$ cat src/design/spi_pkg.sv
`default_nettype none

package spi_pkg;

   // ----------------------------------------
   // Register map
   // ----------------------------------------
   localparam logic [7:0] CTRL_ADDR   = 8'hf8;
   localparam logic [7:0] DATA_ADDR   = 8'hf7;
   localparam logic [7:0] CTRL_RESET  = 8'h04;
   localparam logic [7:0] DATA_RESET  = 8'h00;

   // ----------------------------------------
   // Control field positions
   // ----------------------------------------
   localparam int DONE_BIT    = 7;
   localparam int COLLISION_BIT = 6;
   localparam int ENABLE_BIT  = 5;
   localparam int MASTER_BIT  = 4;
   localparam int IDLE_LEVEL_SELECT_BIT    = 3;
   localparam int EDGE_PHASE_SELECT_BIT    = 2;
   localparam int RATE_HI_BIT = 1;
   localparam int RATE_LO_BIT = 0;

   // ----------------------------------------
   // Byte framing counts
   // ----------------------------------------
   localparam int         BYTE_BITS = 8;
   localparam logic [3:0] LAST_EDGE = 4'hf;
   localparam logic [3:0] LAST_BIT  = 4'h7;
   localparam logic [3:0] FULL_BYTE = 4'h8;

   typedef struct packed {
      logic       enable;
      logic       master;
      logic       idle_level_select;
      logic       edge_phase_select;
      logic [1:0] rate;
   } ctrl_type;

   typedef enum {MASTER_IDLE, MASTER_RUN} master_state_type;

endpackage

`default_nettype wire

$ cat src/design/spi_control_and_shift.sv
// How it works
// - Byte end sets transfer done flag bit 7
// - Done flag cleared by zero write or data read
// - Data write while busy sets sticky collision flag
// - Enable bit owns pins, else two-wire interface; alternate pin select also enables two-wire
// - Bit 4 picks master driving clock, slave
// - Bit 3 sets idle clock level
// - Bit 2 picks launch edge, sample opposite
// - Master rate divides by 2,4,8,16
// - Slave reads slave-select level in bit 0
// - Master data write launches eight clock burst
// - Bytes move eight bits, MSB first
// - Slave ends on eighth clock in phase 1, select rise in phase 0
`timescale 1ns/1ns
`default_nettype none

module spi_rx_fifo #(
   parameter int WIDTH = 8,
   parameter int DEPTH = 8
) (
   input  wire logic             core_clk_i,
   input  wire logic             reset_n_i,
   // Fill side
   input  wire logic             in_valid_i,
   output logic                  in_ready_o,
   input  wire logic [WIDTH-1:0] in_data_i,
   // Drain side
   output logic                  out_valid_o,
   input  wire logic             out_ready_i,
   output logic      [WIDTH-1:0] out_data_o
);
   localparam int AW = $clog2(DEPTH);

   logic [WIDTH-1:0] mem [DEPTH];
   logic [AW:0]      wr_ptr;
   logic [AW:0]      rd_ptr;
   logic [AW:0]      next_wr_ptr;
   logic [AW:0]      next_rd_ptr;
   logic             push;
   logic             pop;

   if (DEPTH < 2 || (1 << AW) != DEPTH) begin : g_bad_depth
      $error("DEPTH must be a power of two, at least 2");
   end

   assign in_ready_o  = !(wr_ptr[AW] != rd_ptr[AW] && wr_ptr[AW-1:0] == rd_ptr[AW-1:0]);
   assign out_valid_o = wr_ptr != rd_ptr;
   assign out_data_o  = mem[rd_ptr[AW-1:0]];
   assign push        = in_valid_i && in_ready_o;
   assign pop         = out_valid_o && out_ready_i;

   always_comb begin
      next_wr_ptr = push ? wr_ptr + 1'b1 : wr_ptr;
      next_rd_ptr = pop ? rd_ptr + 1'b1 : rd_ptr;
   end

   always_ff @(posedge core_clk_i or negedge reset_n_i) begin
      if (!reset_n_i) begin
         wr_ptr <= '0;
         rd_ptr <= '0;
      end else begin
         wr_ptr <= next_wr_ptr;
         rd_ptr <= next_rd_ptr;
      end
   end

   always_ff @(posedge core_clk_i) begin
      if (push) begin
         mem[wr_ptr[AW-1:0]] <= in_data_i;
      end
   end
endmodule // spi_rx_fifo

module spi_control_and_shift #(
   parameter int FIFO_DEPTH = 8
) (
   input  wire logic       core_clk_i,
   input  wire logic       reset_n_i,
   // Register port
   input  wire logic [7:0] sfr_addr_i,
   input  wire logic [7:0] sfr_wdata_i,
   input  wire logic       sfr_wr_i,
   input  wire logic       sfr_rd_i,
   output var  logic [7:0] sfr_rdata_o,
   // Serial pins
   input  wire logic       sclk_i,
   output logic            sclk_o,
   output logic            sclk_oe_o,
   input  wire logic       mosi_i,
   output logic            mosi_o,
   output logic            mosi_oe_o,
   input  wire logic       miso_i,
   output logic            miso_o,
   output logic            miso_oe_o,
   input  wire logic       slave_select_n_i,
   // Pin sharing
   input  wire logic       alternate_pin_select_i,
   output logic            two_wire_enable_o
);
   spi_pkg::ctrl_type         ctrl;
   spi_pkg::ctrl_type         next_ctrl;
   spi_pkg::master_state_type state;
   spi_pkg::master_state_type next_state;
   logic       done, next_done, collision, next_collision;
   logic [7:0] next_rdata, ctrl_view;
   logic       sclk_s1, sclk_s2, sclk_s3, mosi_s1, mosi_s2;
   logic       miso_s1, miso_s2, ss_s1, ss_s2, ss_s3;
   logic [2:0] div_cnt, next_div_cnt;
   logic [3:0] edge_cnt, next_edge_cnt, s_edge_cnt, next_s_edge_cnt;
   logic [3:0] rx_cnt, next_rx_cnt;
   logic       sclk_q, next_sclk_q, pending, next_pending;
   logic [1:0] samp_d, next_samp_d;
   logic [7:0] tx_sh, next_tx_sh, rx_sh, next_rx_sh, rx_byte, push_data;
   logic       ctrl_wr, ctrl_rd, data_wr, data_rd;
   logic       busy, tick, s_edge, ss_rise, rx_take, rx_bit, complete;
   logic       fifo_ready, fifo_valid;
   logic [7:0] fifo_head;

   // ----------------------------------------
   // Helpers
   // ----------------------------------------
   function automatic logic [2:0] half_limit(input logic [1:0] rate);
      half_limit = 3'((4'd1 << rate) - 4'd1);
   endfunction

   function automatic logic is_sample(input logic edge_phase_select, input logic [3:0] cnt);
      is_sample = cnt[0] == edge_phase_select;
   endfunction

   // First leading edge of phase 1 and last trailing edge of phase 0 do not shift
   function automatic logic is_shift(input logic edge_phase_select, input logic [3:0] cnt);
      is_shift = cnt[0] != edge_phase_select && !(edge_phase_select && cnt == 4'h0)
                 && !(!edge_phase_select && cnt == spi_pkg::LAST_EDGE);
   endfunction

   // ----------------------------------------
   // Register decode
   // ----------------------------------------
   always_comb begin
      ctrl_wr = 1'b0;
      ctrl_rd = 1'b0;
      data_wr = 1'b0;
      data_rd = 1'b0;
      if (sfr_addr_i == spi_pkg::CTRL_ADDR) begin
         ctrl_wr = sfr_wr_i;
         ctrl_rd = sfr_rd_i;
      end else if (sfr_addr_i == spi_pkg::DATA_ADDR) begin
         data_wr = sfr_wr_i;
         data_rd = sfr_rd_i;
      end
   end

   // ----------------------------------------
   // Pin synchronisers
   // ----------------------------------------
   always_ff @(posedge core_clk_i or negedge reset_n_i) begin
      if (!reset_n_i) begin
         {sclk_s1, sclk_s2, sclk_s3} <= 3'h0;
         {mosi_s1, mosi_s2, miso_s1, miso_s2} <= 4'h0;
         {ss_s1, ss_s2, ss_s3} <= 3'h7;
      end else begin
         {sclk_s1, sclk_s2, sclk_s3} <= {sclk_i, sclk_s1, sclk_s2};
         {mosi_s1, mosi_s2} <= {mosi_i, mosi_s1};
         {miso_s1, miso_s2} <= {miso_i, miso_s1};
         {ss_s1, ss_s2, ss_s3} <= {slave_select_n_i, ss_s1, ss_s2};
      end
   end

   // ----------------------------------------
   // Shared terms
   // ----------------------------------------
   assign tick     = state == spi_pkg::MASTER_RUN && div_cnt == half_limit(ctrl.rate);
   assign s_edge   = ctrl.enable && !ctrl.master && !ss_s2 && sclk_s2 != sclk_s3;
   assign ss_rise  = ss_s2 && !ss_s3;
   // Master samples two cycles late so MISO has passed its synchroniser
   assign rx_take  = ctrl.master ? samp_d[1] : s_edge && is_sample(ctrl.edge_phase_select, s_edge_cnt);
   assign rx_bit   = ctrl.master ? miso_s2 : mosi_s2;
   assign rx_byte  = {rx_sh[6:0], rx_bit};
   assign complete = ctrl.enable
                     && ((rx_take && rx_cnt == spi_pkg::LAST_BIT && (ctrl.master || ctrl.edge_phase_select))
                     || (!ctrl.master && !ctrl.edge_phase_select && ss_rise
                     && rx_cnt == spi_pkg::FULL_BYTE));
   assign push_data = rx_cnt == spi_pkg::FULL_BYTE ? rx_sh : rx_byte;
   assign busy     = pending || state == spi_pkg::MASTER_RUN || rx_cnt != 4'h0;

   // ----------------------------------------
   // Pins
   // ----------------------------------------
   assign sclk_o            = sclk_q;
   assign sclk_oe_o         = ctrl.enable && ctrl.master;
   assign mosi_o            = tx_sh[7];
   assign mosi_oe_o         = ctrl.enable && ctrl.master;
   assign miso_o            = tx_sh[7];
   assign miso_oe_o         = ctrl.enable && !ctrl.master && !ss_s2;
   assign two_wire_enable_o = !ctrl.enable || alternate_pin_select_i;

   // ----------------------------------------
   // Control and status
   // ----------------------------------------
   always_comb begin
      next_ctrl = ctrl;
      if (ctrl_wr) begin
         next_ctrl.enable = sfr_wdata_i[spi_pkg::ENABLE_BIT];
         next_ctrl.master = sfr_wdata_i[spi_pkg::MASTER_BIT];
         next_ctrl.idle_level_select   = sfr_wdata_i[spi_pkg::IDLE_LEVEL_SELECT_BIT];
         next_ctrl.edge_phase_select   = sfr_wdata_i[spi_pkg::EDGE_PHASE_SELECT_BIT];
         next_ctrl.rate   = {sfr_wdata_i[spi_pkg::RATE_HI_BIT], sfr_wdata_i[spi_pkg::RATE_LO_BIT]};
      end
      // Set wins over clear; writing a one never sets a flag
      next_done = complete
                  || (done && !(ctrl_wr && !sfr_wdata_i[spi_pkg::DONE_BIT]) && !data_rd);
      next_collision = (data_wr && busy)
                  || (collision && !(ctrl_wr && !sfr_wdata_i[spi_pkg::COLLISION_BIT]));
      ctrl_view = 8'h00;
      ctrl_view[spi_pkg::DONE_BIT]    = done;
      ctrl_view[spi_pkg::COLLISION_BIT] = collision;
      ctrl_view[spi_pkg::ENABLE_BIT]  = ctrl.enable;
      ctrl_view[spi_pkg::MASTER_BIT]  = ctrl.master;
      ctrl_view[spi_pkg::IDLE_LEVEL_SELECT_BIT]    = ctrl.idle_level_select;
      ctrl_view[spi_pkg::EDGE_PHASE_SELECT_BIT]    = ctrl.edge_phase_select;
      ctrl_view[spi_pkg::RATE_HI_BIT] = ctrl.rate[1];
      ctrl_view[spi_pkg::RATE_LO_BIT] = ctrl.master ? ctrl.rate[0] : ss_s2;
      next_rdata = sfr_rdata_o;
      if (ctrl_rd) begin
         next_rdata = ctrl_view;
      end else if (data_rd) begin
         next_rdata = fifo_valid ? fifo_head : spi_pkg::DATA_RESET;
      end
   end

   always_ff @(posedge core_clk_i or negedge reset_n_i) begin
      if (!reset_n_i) begin
         ctrl        <= spi_pkg::ctrl_type'(spi_pkg::CTRL_RESET[5:0]);
         done        <= spi_pkg::CTRL_RESET[spi_pkg::DONE_BIT];
         collision   <= spi_pkg::CTRL_RESET[spi_pkg::COLLISION_BIT];
         sfr_rdata_o <= spi_pkg::DATA_RESET;
      end else begin
         ctrl        <= next_ctrl;
         done        <= next_done;
         collision   <= next_collision;
         sfr_rdata_o <= next_rdata;
      end
   end

   // ----------------------------------------
   // Shift engine
   // ----------------------------------------
   always_comb begin
      next_state      = state;
      next_div_cnt    = div_cnt;
      next_edge_cnt   = edge_cnt;
      next_sclk_q     = sclk_q;
      next_pending    = pending;
      next_samp_d     = {samp_d[0], 1'b0};
      next_tx_sh      = tx_sh;
      next_rx_sh      = rx_sh;
      next_rx_cnt     = rx_cnt;
      next_s_edge_cnt = s_edge_cnt;
      case (state)
         spi_pkg::MASTER_IDLE: begin
            next_sclk_q   = ctrl.idle_level_select;
            next_div_cnt  = 3'h0;
            next_edge_cnt = 4'h0;
            // A full receive buffer holds the burst back rather than lose a byte
            if (pending && fifo_ready) begin
               next_state   = spi_pkg::MASTER_RUN;
               next_pending = 1'b0;
            end
         end
         spi_pkg::MASTER_RUN: begin
            if (tick) begin
               next_div_cnt   = 3'h0;
               next_sclk_q    = !sclk_q;
               next_edge_cnt  = edge_cnt + 4'h1;
               next_samp_d[0] = is_sample(ctrl.edge_phase_select, edge_cnt);
               if (is_shift(ctrl.edge_phase_select, edge_cnt)) begin
                  next_tx_sh = {tx_sh[6:0], 1'b0};
               end
               if (edge_cnt == spi_pkg::LAST_EDGE) begin
                  next_state = spi_pkg::MASTER_IDLE;
               end
            end else begin
               next_div_cnt = div_cnt + 3'h1;
            end
         end
         default: next_state = spi_pkg::MASTER_IDLE;
      endcase
      if (ss_s2) begin
         next_s_edge_cnt = 4'h0;
      end else if (s_edge) begin
         next_s_edge_cnt = s_edge_cnt + 4'h1;
         if (is_shift(ctrl.edge_phase_select, s_edge_cnt)) begin
            next_tx_sh = {tx_sh[6:0], 1'b0};
         end
      end
      if (complete || (ss_rise && !ctrl.master)) begin
         next_rx_cnt = 4'h0;
      end else if (rx_take && rx_cnt != spi_pkg::FULL_BYTE) begin
         next_rx_cnt = rx_cnt + 4'h1;
         next_rx_sh  = rx_byte;
      end
      if (data_wr && !busy && ctrl.enable) begin
         next_tx_sh   = sfr_wdata_i;
         next_pending = ctrl.master;
      end
      if (!ctrl.enable || !ctrl.master) begin
         next_state   = spi_pkg::MASTER_IDLE;
         next_pending = 1'b0;
      end
      if (!ctrl.enable) begin
         next_rx_cnt     = 4'h0;
         next_s_edge_cnt = 4'h0;
      end
   end

   always_ff @(posedge core_clk_i or negedge reset_n_i) begin
      if (!reset_n_i) begin
         state      <= spi_pkg::MASTER_IDLE;
         div_cnt    <= 3'h0;
         edge_cnt   <= 4'h0;
         sclk_q     <= spi_pkg::CTRL_RESET[spi_pkg::IDLE_LEVEL_SELECT_BIT];
         pending    <= 1'b0;
         samp_d     <= 2'h0;
         tx_sh      <= spi_pkg::DATA_RESET;
         rx_sh      <= spi_pkg::DATA_RESET;
         rx_cnt     <= 4'h0;
         s_edge_cnt <= 4'h0;
      end else begin
         state      <= next_state;
         div_cnt    <= next_div_cnt;
         edge_cnt   <= next_edge_cnt;
         sclk_q     <= next_sclk_q;
         pending    <= next_pending;
         samp_d     <= next_samp_d;
         tx_sh      <= next_tx_sh;
         rx_sh      <= next_rx_sh;
         rx_cnt     <= next_rx_cnt;
         s_edge_cnt <= next_s_edge_cnt;
      end
   end

   // ----------------------------------------
   // Receive buffer
   // ----------------------------------------
   spi_rx_fifo #(
      .WIDTH(spi_pkg::BYTE_BITS),
      .DEPTH(FIFO_DEPTH)
   ) u_rx_fifo (
      .core_clk_i (core_clk_i),
      .reset_n_i  (reset_n_i),
      .in_valid_i (complete),
      .in_ready_o (fifo_ready),
      .in_data_i  (push_data),
      .out_valid_o(fifo_valid),
      .out_ready_i(data_rd),
      .out_data_o (fifo_head)
   );
endmodule // spi_control_and_shift

`default_nettype wire

$ cat config.mk
export PLATFORM = sky130hd
export DESIGN_NAME = spi_control_and_shift
export DESIGN_NICKNAME = d
export VERILOG_FILES = /design/src/design/spi_pkg.sv /design/src/design/spi_control_and_shift.sv
export SDC_FILE = /design/constraint.sdc
export NUM_CORES = 1
export LEC_CHECK = 0
export CAP_MARGIN = 20
export CORE_MARGIN = 5
export CORE_UTILIZATION = 45
export CTS_CLUSTER_DIAMETER = 60
export DETAILED_ROUTE_END_ITERATION = 10
export DONT_BUFFER_PORTS = 1
export HOLD_SLACK_MARGIN = 0.08
export PLACE_DENSITY_LB_ADDON = 0.12
export RECOVER_POWER = 100
export SKIP_LAST_GASP = 1
export SYNTH_ARGS = -nofsm -noshare
export SYNTH_HDL_FRONTEND = slang
export SYNTH_HIERARCHICAL = 1
export SYNTH_SLANG_ARGS = --single-unit
$ cat constraint.sdc
create_clock -name core_clk_i -period 4.95 [get_ports core_clk_i]
set_clock_uncertainty 0.15 [all_clocks]
set_input_delay 0.2475 -clock core_clk_i [delete_from_list [all_inputs] [get_ports core_clk_i]]
set_output_delay 0.2475 -clock core_clk_i [all_outputs]
set_load 0.005 [all_outputs]
==> results.yml, run 1 <==
outcome:
  status: "finished with violations"
  violations: "capacitance limit, slew limit"
synthesis:
  synth-simple-area-share_pct: 10.4
  synth_fa_ha_area_share_pct: 1.84
  synth_top_area_cell: "edfxtp_1"
  synth_edf_count: 64
  netlist_area_um2: 6120
  synth_top_family_by_area: "multiplexers"
  ys.warnings.count: 6
  ys_types: 65
  netlist_instances: 430
  synthesis.nets: 464
  synth_xor_area_share_pct: 3.76
  synth_area_per_cell_um2: 14.2
  yosysTopAreaCellShare_pct: 31.4
  ys.flop_type: "dfrtp_1"
  synth_compound_area_share_pct: 8.26
  synth_seq_cells: 134
  yosys-top-cells-area: "edfxtp_1 31%, dfrtp_1 27%, mux4_2 5.9%"
  ys_seq_area_share_pct: 60.1
  async_reset_ff_share_pct: 52.2
  synth_mux_area_share_pct: 12.4
pwr:
  clkPwrFrac_pct: 49.8
  p_comb_share_pct: 2.4
  p_switching_w: 0.000510
  irDropWorstVdd_v: 0.000254
  p_int_w: 0.00198
  total_power_w: 0.00249
  sw_frac_of_total_pct: 20.4
  power_density_nw_per_um2: 361
  pwr-share-seq_pct: 47.8
  power.leakage_nw: 2.69
critical_path:
  critPathCapture: "u_rx_fifo/mem[7][0]"
  worstPathMaxFanout: 20
  r2r_start: "u_rx_fifo/rd_ptr[1]"
  required_ps: 4830
  reg2reg_depth: 3
  crit_family: "simple AND/OR/NAND/NOR gates"
  max_stage_delay_ps: 1390
  cp.arrival_ps: 3750
  r2r_end: "u_rx_fifo/mem[7][0]"
  critPathKind: "flop to flop"
  worstPathCellList: "xor2_1, nor4_1, nor2_1"
  critPathBufInv: 0
  cp_num_cells: 3
  crit_start: "u_rx_fifo/rd_ptr[1]"
  end_kind: "flop"
  crit_slowest_cell: "nor4_1"
  rrSetupSlack_ps: 1080
  startpoint_type: "flop"
sta:
  finalSetupTns_ps: 0
  whs_ps: 104
  min_period_over_period_pct: 78.2
  slew_viol_final: 81
  setup_viol: 0
  worstMarginPinSlew_ps: 3260
  timing.final.crit_period_ps: 3870
  setup_slack_ps: 1080
  relSlewSlack_pct: -117
  hold_violations: 0
  rsz0062_at_grt: "no"
  max_freq_mhz: 258
final_layout:
  drive_above_1_share_pct: 18.4
  fillers: 1121
  seq_area_um2: 3680
  multi_input_area_um2: 2140
  diodes: 0
  fin_nets: 489
  area_delta_synth_final_pct: 12.9
grt:
  grt_usage_pct: 17.0
  grt_start_max_net_pins: 71
  antenna_found_initial: 0
  grt_pass1_vias: 3627
  grt_pass1_wl_um: 20600
  overflow: 0
route:
  viasPerCell: 5.56
  wl_um: 12900
  avgRoutedWirePerCell_um: 20.0
  drt_iter0_markers: 256
  first_pass_iters: 6
  drc: 0
  antenna_left: 0
  num_vias: 3583
placement:
  pre_cts_slack_ps: 1110
  hpwl_um: 8810
  place.port_buffers: 0
  place.gp.congestion: 0.815
clock_tree:
  cts_sinks: 134
  clk_latency_ps: 420
  cts_setup_buffers: 0
  cts_buffer_depth: 2
  holdBufCountCts: 17
  clockRootBuffer: "clkbuf_16"
  cts_buffers: 17
  h-tree-depth: 4
  postCtsResizedCells: 0
  tritoncts: "yes"
  clkTransAtPathRegs_ps: 60
worst_hold_path:
  hold_path_class: "primary input to flop"
floorplan:
  start_util_pct: 46.1
  rows: 42
  die_area_um2: 16000
  dieWidth_um: 127
  io_pins: 40
  coreArea_um2: 13300
  die_y_um: 127
job:
  maxCapViolCount: 2
-- final cells by class --
| class | count | area share (%) |
|---|---|---|
| Sequential cell | 134 | 53.2 |
| Timing Repair Buffer | 23 | 2.79 |
| Clock buffer | 20 | 6.77 |
| Multi-Input combinational cell | 256 | 31.0 |
| Clock inverter | 12 | 1.83 |
| Tap cell | 176 | 3.18 |
| Inverter | 23 | 1.25 |
-- metal layers --
metal  GRT usage [%]  wire length [µm]  vias to the layer above
li1                -                 -                     1678
met1            24.8              6290                     1819
met2            23.9              5790                       73
met3            5.34               650                       13
met4            6.18               159                        0
met5               0                 0                        -
-- cells in the final DEF (no fill, tap or decap), types with 7 or more instances in the layout --
cell type      count
dfrtp_1           66
edfxtp_1          64
nor2_1            25
inv_1             23
mux2_2            20
nand2_1           18
clkbuf_16         18
nand3_1           17
o21ai_0           17
dlygate4sd3_1     16
mux4_2            16
xnor2_1            9
ha_1               9
a21oi_1            8
a31oi_1            8
nor3_1             7
nor4_1             7
mux2_1             7
xor2_1             7
a222oi_1           7
clkbuf_1           7
-- stage by stage --
step / cells / cell area (µm²) / utilization [%]
after global routing: 644 / 6910 / 52.0
after floorplan: 430 / 6120 / -
after CTS: 644 / 7070 / 53.2
after global placement: 595 / 6290 / 47.3
after detailed placement: 595 / 6290 / 47.3
final: 644 / 6910 / 52.0
-- worst min-delay path by stage --
stage	startpoint	to	slack (ps)	cells past startpoint
2_1_floorplan	reset_n_i	collision	-200	0
3_3_place_gp	reset_n_i	u_rx_fifo/rd_ptr[2]	-190	0
3_5_place_dp	reset_n_i	u_rx_fifo/rd_ptr[2]	-190	0
4_1_cts	sfr_addr_i[2]	sfr_rdata_o[0]	80	3
5_1_grt	sfr_addr_i[2]	sfr_rdata_o[0]	110	3
6_report	sfr_addr_i[2]	sfr_rdata_o[0]	100	3
-- cells by family (layout without fill, tap and decap cells) --
| logic type | Yosys count | after routing |
|---|---|---|
| AOI/OAI and AO/OA | 64 | 64 |
| xor gates and xnor gates | 19 | 19 |
| adders and majority gates | 9 | 9 |
| buffers and inverters | 40 | 78 |
| DFF | 134 | 134 |
| muxes | 49 | 49 |
| and+or+nand+nor | 115 | 115 |
-- registers in the layout, indices dropped and copies added (netlist names), 2 cells and up --
name and flops:
s_edge_cnt 4, u_rx_fifo/mem 64, sfr_rdata_o 8, rx_cnt 4, u_rx_fifo/wr_ptr 4, edge_cnt 4, tx_sh 8, samp_d 2
rx_sh 8, ctrl 6, u_rx_fifo/rd_ptr 4, div_cnt 3
-- worst register-to-register path, stage by stage (launching register included) --
cell     delay, ps
dfrtp_1        980
xor2_1         430
nor4_1        1390
nor2_1         530
-- synth_stat cells (4+ instances only) --
library cell and count:
nor3_1 7, nand2b_1 4, mux2_2 21, nand3_1 17
mux2_4 9, mux4_2 16, and2_1 4, inv_1 23
o21ai_0 17, a31oi_1 8, buf_6 4, nand4_1 4
a222oi_1 7, dfrtp_1 66, nor2b_1 4, clkbuf_1 5
nor4_1 6, a21oi_1 8, edfxtp_1 64, xor2_1 6
nand2_1 18, nor2_1 25, xnor2_1 9, ha_1 9
dfstp_2 4
-- power groups by stage --
stage,Sequential (W),Combinational [W],Clock (W)
detailed placement,0.00121,0.0000386,0
CTS,0.00119,0.0000645,0.00127
floorplan,0.00121,0.0000322,0
global route,0.00119,0.0000669,0.00132
finish,0.00119,0.0000590,0.00124
global placement,0.00121,0.0000385,0
Power figures use the tool's default switching activity.
==> inputs of run 2 (changes only) <==
==> constraint.sdc (replaced) <==
create_clock -name core_clk_i -period 3.1 [get_ports core_clk_i]
set_clock_uncertainty 0.15 [all_clocks]
set_input_delay 0.155 -clock core_clk_i [delete_from_list [all_inputs] [get_ports core_clk_i]]
set_output_delay 0.155 -clock core_clk_i [all_outputs]
set_load 0.005 [all_outputs]
==> run 2 against run 1 <==
Against the previous run: core utilization increased by 1.4 points; largest cell class unchanged; total power increased by 55%; largest power group is now sequential cells; sequential share of layout area decreased by 1.4 points; global-route usage increased by 0.80 points; the flow still finishes with violations (capacitance limit, slew limit); clock-buffer cell count increased by 3; design area increased by 2.6%.
==> results.yml, run 2 (synthesis gave the netlist of run 1 again) <==
clock_tree:
  cts_buffer_depth: 2
  cts_sinks: 134
  clockRootBuffer: "clkbuf_16"
  cts_setup_buffers: 0
  h-tree-depth: 4
  postCtsResizedCells: 0
  clk_latency_ps: 420
  cts_buffers: 17
  clkTransAtPathRegs_ps: 60
  tritoncts: "yes"
pwr:
  p_switching_w: 0.000794
  power_density_nw_per_um2: 545
  p_comb_share_pct: 2.8
  sw_frac_of_total_pct: 20.5
  pwr-share-seq_pct: 49.2
  power.leakage_nw: 2.81
  p_int_w: 0.00307
  irDropWorstVdd_v: 0.000434
  clkPwrFrac_pct: 48.1
sta:
  min_period_over_period_pct: 93.6
  setup_viol: 0
  slew_viol_final: 71
  hold_violations: 0
  timing.final.crit_period_ps: 2900
  worstMarginPinSlew_ps: 1730
  finalSetupTns_ps: 0
  whs_ps: 120
  max_freq_mhz: 345
  rsz0062_at_grt: "no"
  relSlewSlack_pct: -15.6
floorplan:
  die_y_um: 127
  coreArea_um2: 13300
  die_area_um2: 16000
  rows: 42
  start_util_pct: 46.1
  io_pins: 40
  dieWidth_um: 127
route:
  antenna_left: 0
  wl_um: 13300
  num_vias: 3737
  drt_iter0_markers: 269
  viasPerCell: 5.59
  first_pass_iters: 5
  avgRoutedWirePerCell_um: 19.9
  drc: 0
critical_path:
  crit_family: "XOR/XNOR gates"
  startpoint_type: "flop"
  required_ps: 3060
  cp.arrival_ps: 2860
  critPathBufInv: 2
  r2r_start: "u_rx_fifo/wr_ptr[1]"
  crit_start: "u_rx_fifo/wr_ptr[1]"
  worstPathCellList: "xor2_1, nor4_4, clkbuf_1, nor4b_2, clkbuf_2"
  critPathKind: "flop to flop"
  worstPathMaxFanout: 11
  max_stage_delay_ps: 810
  end_kind: "flop"
  crit_slowest_cell: "xor2_1"
grt:
  grt_usage_pct: 17.8
  antenna_found_initial: 0
  grt_pass1_wl_um: 21600
  grt_start_max_net_pins: 71
  grt_pass1_vias: 3851
  overflow: 0
worst_hold_path:
  hold_path_class: "primary input to flop"
  min_from: "sfr_addr_i[1]"
final_layout:
  fin_nets: 514
  drive_above_1_share_pct: 19.9
  diodes: 0
  layout_commonest_cell: "dfrtp_1"
  area_delta_synth_final_pct: 15.9
  final_cell_mix: "66 x dfrtp_1, 64 x edfxtp_1, 25 x nor2_1, 24 x dlygate4sd3_1, 23 x inv_1"
  largest_reg_flops: 64
placement:
  place.port_buffers: 0
  place.gp.congestion: 0.816
  hpwl_um: 9040
outcome:
  status: "finished with violations"
  violations: "capacitance limit, slew limit"
job:
  maxCapViolCount: 1
==> run 2: through the flow <==
| step | utilization, % | cells | setup slack, ps | power (W) | area, µm² |
|---|---|---|---|---|---|
| finish | 53.4 | 669 | 198 | 0.00387 | 7090 |
| global route | 53.4 | 669 | 55.4 | 0.00403 | 7090 |
| CTS | 54.4 | 669 | 318 | 0.00393 | 7240 |
| detailed placement | 48.3 | 612 | 350 | 0.00200 | 6420 |
| global placement | 48.3 | 612 | 469 | 0.00200 | 6420 |
| floorplan | - | 430 | -195 | 0.00198 | 6130 |
==> run 2: path summary, 6_finish.rpt <==
| check | slack [ps] | endpoint | cells past startpoint |
|---|---|---|---|
| min in group asynchronous | 590 | u_rx_fifo/wr_ptr[3] | 2 |
| max | 200 | u_rx_fifo/mem[3][5] | 5 |
| max in group asynchronous | 1160 | sfr_rdata_o[0] | 2 |
| max reg2reg | 200 | u_rx_fifo/mem[3][5] | 5 |
| min reg2reg | 200 | mosi_s2 | 0 |
| min | 120 | ctrl[0] | 3 |
==> run 2: repair_timing <==
item / 4_1_cts / 5_1_grt
endpoints found under the hold margin: 93 / 0
setup endpoints to repair: 0 / 0
hold buffers: 25 / 0
==> run 2: power by group through the flow <==
stage | combinational [W] | clock, W | sequential [W]
after floorplan | 0.0000514 | 0 | 0.00193
after global placement | 0.0000679 | 0 | 0.00194
after detailed placement | 0.0000690 | 0 | 0.00194
after CTS | 0.000117 | 0.00191 | 0.00190
after global routing | 0.000120 | 0.00201 | 0.00190
final | 0.000106 | 0.00186 | 0.00190
==> run 2: cell type report <==
type,instances,area (µm²)
clock buffer,23,469
sequential,134,3680
fill,1096,6200
timing repair buffer,48,392
clock inverter,9,76.3
tap,176,220
multi-input combinational,256,2170
inverter,23,86.3
==> run 2: layer usage <==
layer	global-route usage [%]	share of wire, %	vias up
met2	27.1	47	85
met4	6.56	1.5	0
met3	4.67	4.4	15
li1	-	-	1729
met1	24.8	47	1908
met5	0	0	-
==> run 2: worst reg2reg max path, stage by stage (launching register included) <==
cell and delay [ps]:
dfrtp_1 640, xor2_1 810, nor4_4 90, clkbuf_1 300, nor4b_2 340, clkbuf_2 270
==> inputs of run 3 (changes only) <==
==> constraint.sdc (replaced) <==
create_clock -name core_clk_i -period 3.1 [get_ports core_clk_i]
set_clock_uncertainty 0.15 [all_clocks]
set_input_delay 0.155 -clock core_clk_i [delete_from_list [all_inputs] [get_ports core_clk_i]]
set_output_delay 0.155 -clock core_clk_i [all_outputs]
set_load 0.05 [all_outputs]
==> run 3 against run 2 <==
Against the previous run: the flow still finishes with violations (capacitance limit, slew limit); die area did not move; combinational power barely moved; sequential power barely moved; clock-buffer cell count rose by 1; critical path depth rose by 4; sequential cell count did not move; worst setup slack improved by 74 ps; hold slack improved by 13 ps; total power fell by 0.94%; fmax rose by 2.6%; design area fell by 0.37%; global-route usage fell by 0.85 points; critical endpoint is now u_rx_fifo/mem[2][5]; largest power group unchanged.
==> results.yml, run 3 (synthesis gave the netlist of run 1 again) <==
clock_tree:
  clkTransAtPathRegs_ps: 50
  clk_latency_ps: 410
  cts_sinks: 134
  postCtsResizedCells: 0
  clockRootBuffer: "clkbuf_16"
  cts_buffers: 17
  tritoncts: "yes"
  cts_setup_buffers: 0
  h-tree-depth: 4
  cts_buffer_depth: 2
grt:
  grt_start_max_net_pins: 71
  met1_usage_pct: 22.9
  met2_usage_pct: 26.2
  grt_pass1_wl_um: 20800
  antenna_found_initial: 0
  top_usage_layer: "met2"
  grt_pass1_vias: 3794
  overflow: 0
  grt_usage_pct: 16.9
  use_met3_pct: 4.67
route:
  avgRoutedWirePerCell_um: 19.2
  wl_um: 12800
  num_vias: 3699
  drt_iter0_markers: 271
  drc: 0
  antenna_left: 0
  viasPerCell: 5.54
  first_pass_iters: 5
sta:
  slew_viol_final: 71
  setup_viol: 0
  max_freq_mhz: 354
  rsz0062_at_grt: "no"
  relSlewSlack_pct: -14.4
  timing.final.crit_period_ps: 2830
  min_period_over_period_pct: 91.2
  hold_violations: 0
  worstMarginPinSlew_ps: 1720
critical_path:
  critPathKind: "flop to flop"
  r2r_end: "u_rx_fifo/mem[2][5]"
  crit_slowest_cell: "or3b_2"
  max_stage_delay_ps: 490
  required_ps: 3050
  worstPathCellList: "inv_1, ha_1, nand3b_1, nor4_1, o21ai_0, nor2_1, or3b_2, nor3b_2, clkbuf_2"
  cp_num_cells: 9
  cp.arrival_ps: 2780
  end_kind: "flop"
  startpoint_type: "flop"
  critPathBufInv: 2
  reg2reg_depth: 9
  crit_family: "simple AND/OR/NAND/NOR gates"
  worstPathMaxFanout: 8
  crit_start: "rx_cnt[0]"
  critPathCapture: "u_rx_fifo/mem[2][5]"
  r2r_start: "rx_cnt[0]"
  rrSetupSlack_ps: 270
floorplan:
  dieWidth_um: 127
  die_area_um2: 16000
  coreArea_um2: 13300
  start_util_pct: 46.1
  die_y_um: 127
  rows: 42
  io_pins: 40
worst_hold_path:
  hold_path_class: "primary input to flop"
final_layout:
  largest_reg_flops: 64
  stdcell_area_um2: 7070
  drive_above_1_share_pct: 19.7
  fin_cells: 668
  layout_commonest_cell: "dfrtp_1"
  area_delta_synth_final_pct: 15.4
  final_cell_mix: "66 x dfrtp_1, 64 x edfxtp_1, 25 x nor2_1, 24 x dlygate4sd3_1, 23 x inv_1"
  fin_nets: 513
  diodes: 0
placement:
  place.gp.congestion: 0.798
  hpwl_um: 8880
  place_inst: 611
  place_area_um2: 6420
  place.port_buffers: 0
outcome:
  status: "finished with violations"
  violations: "capacitance limit, slew limit"
pwr:
  power_density_nw_per_um2: 542
  irDropWorstVdd_v: 0.000369
  power.leakage_nw: 2.80
job:
  maxCapViolCount: 1
## run 3: cell count changes in the layout (fill, tap and decap cells not counted), sizes merged
| cell | before | now |
|---|---|---|
| bufinv | 1 | 0 |
| buf | 14 | 12 |
| clkbuf | 33 | 35 |
## run 3: through the flow
stage / total power, W / hold slack [ps] / util (%) / setup WS [ps] / TNS, ps
finish: 0.00383 / 133 / 53.2 / 272 / 0
global route: 0.00396 / 131 / 53.2 / 78.3 / 0
CTS: 0.00388 / 100 / 54.3 / 332 / 0
detailed placement: 0.00202 / -287 / 48.3 / 341 / 0
global placement: 0.00202 / -287 / 48.3 / 395 / 0
floorplan: 0.00200 / -291 / - / -195 / -5160
## run 3: report_power, final
| group | leakage, nW | switching (W) | internal, W | total, W |
|---|---|---|---|---|
| combinational | 1.03 | 0.0000650 | 0.0000442 | 0.000109 |
| sequential | 1.50 | 0.0000303 | 0.00188 | 0.00191 |
| clock | 0.270 | 0.000706 | 0.00110 | 0.00181 |
| total | 2.80 | 0.000801 | 0.00303 | 0.00383 |
## run 3: area by class of cell
class | count | area, µm²
Tap cell | 176 | 220
Sequential cell | 134 | 3680
Fill cell | 1117 | 6230
Inverter | 23 | 86.3
Timing Repair Buffer | 47 | 382
Clock inverter | 8 | 47.5
Clock buffer | 24 | 492
Multi-Input combinational cell | 256 | 2160
## run 3: worst min path at each step
| stage | start | end | depth (start not counted) |
|---|---|---|---|
| 3_3_place_gp | reset_n_i | u_rx_fifo/rd_ptr[1] | 0 |
| 2_1_floorplan | reset_n_i | collision | 0 |
| 4_1_cts | sfr_addr_i[4] | u_rx_fifo/rd_ptr[0] | 5 |
| 6_report | slave_select_n_i | ss_s1 | 1 |
| 3_5_place_dp | reset_n_i | u_rx_fifo/rd_ptr[1] | 0 |
| 5_1_grt | slave_select_n_i | ss_s1 | 1 |
## run 3: layer usage
metal,wire (µm),vias to the layer above
met5,0,-
met1,5930,1863
met3,625,17
li1,-,1732
met4,233,0
met2,6050,87
## run 3: repair_timing
item / 4_1_cts / 5_1_grt
setup endpoints to repair: 0 / 0
hold buffers: 25 / 0
hold endpoints to repair: 93 / 0
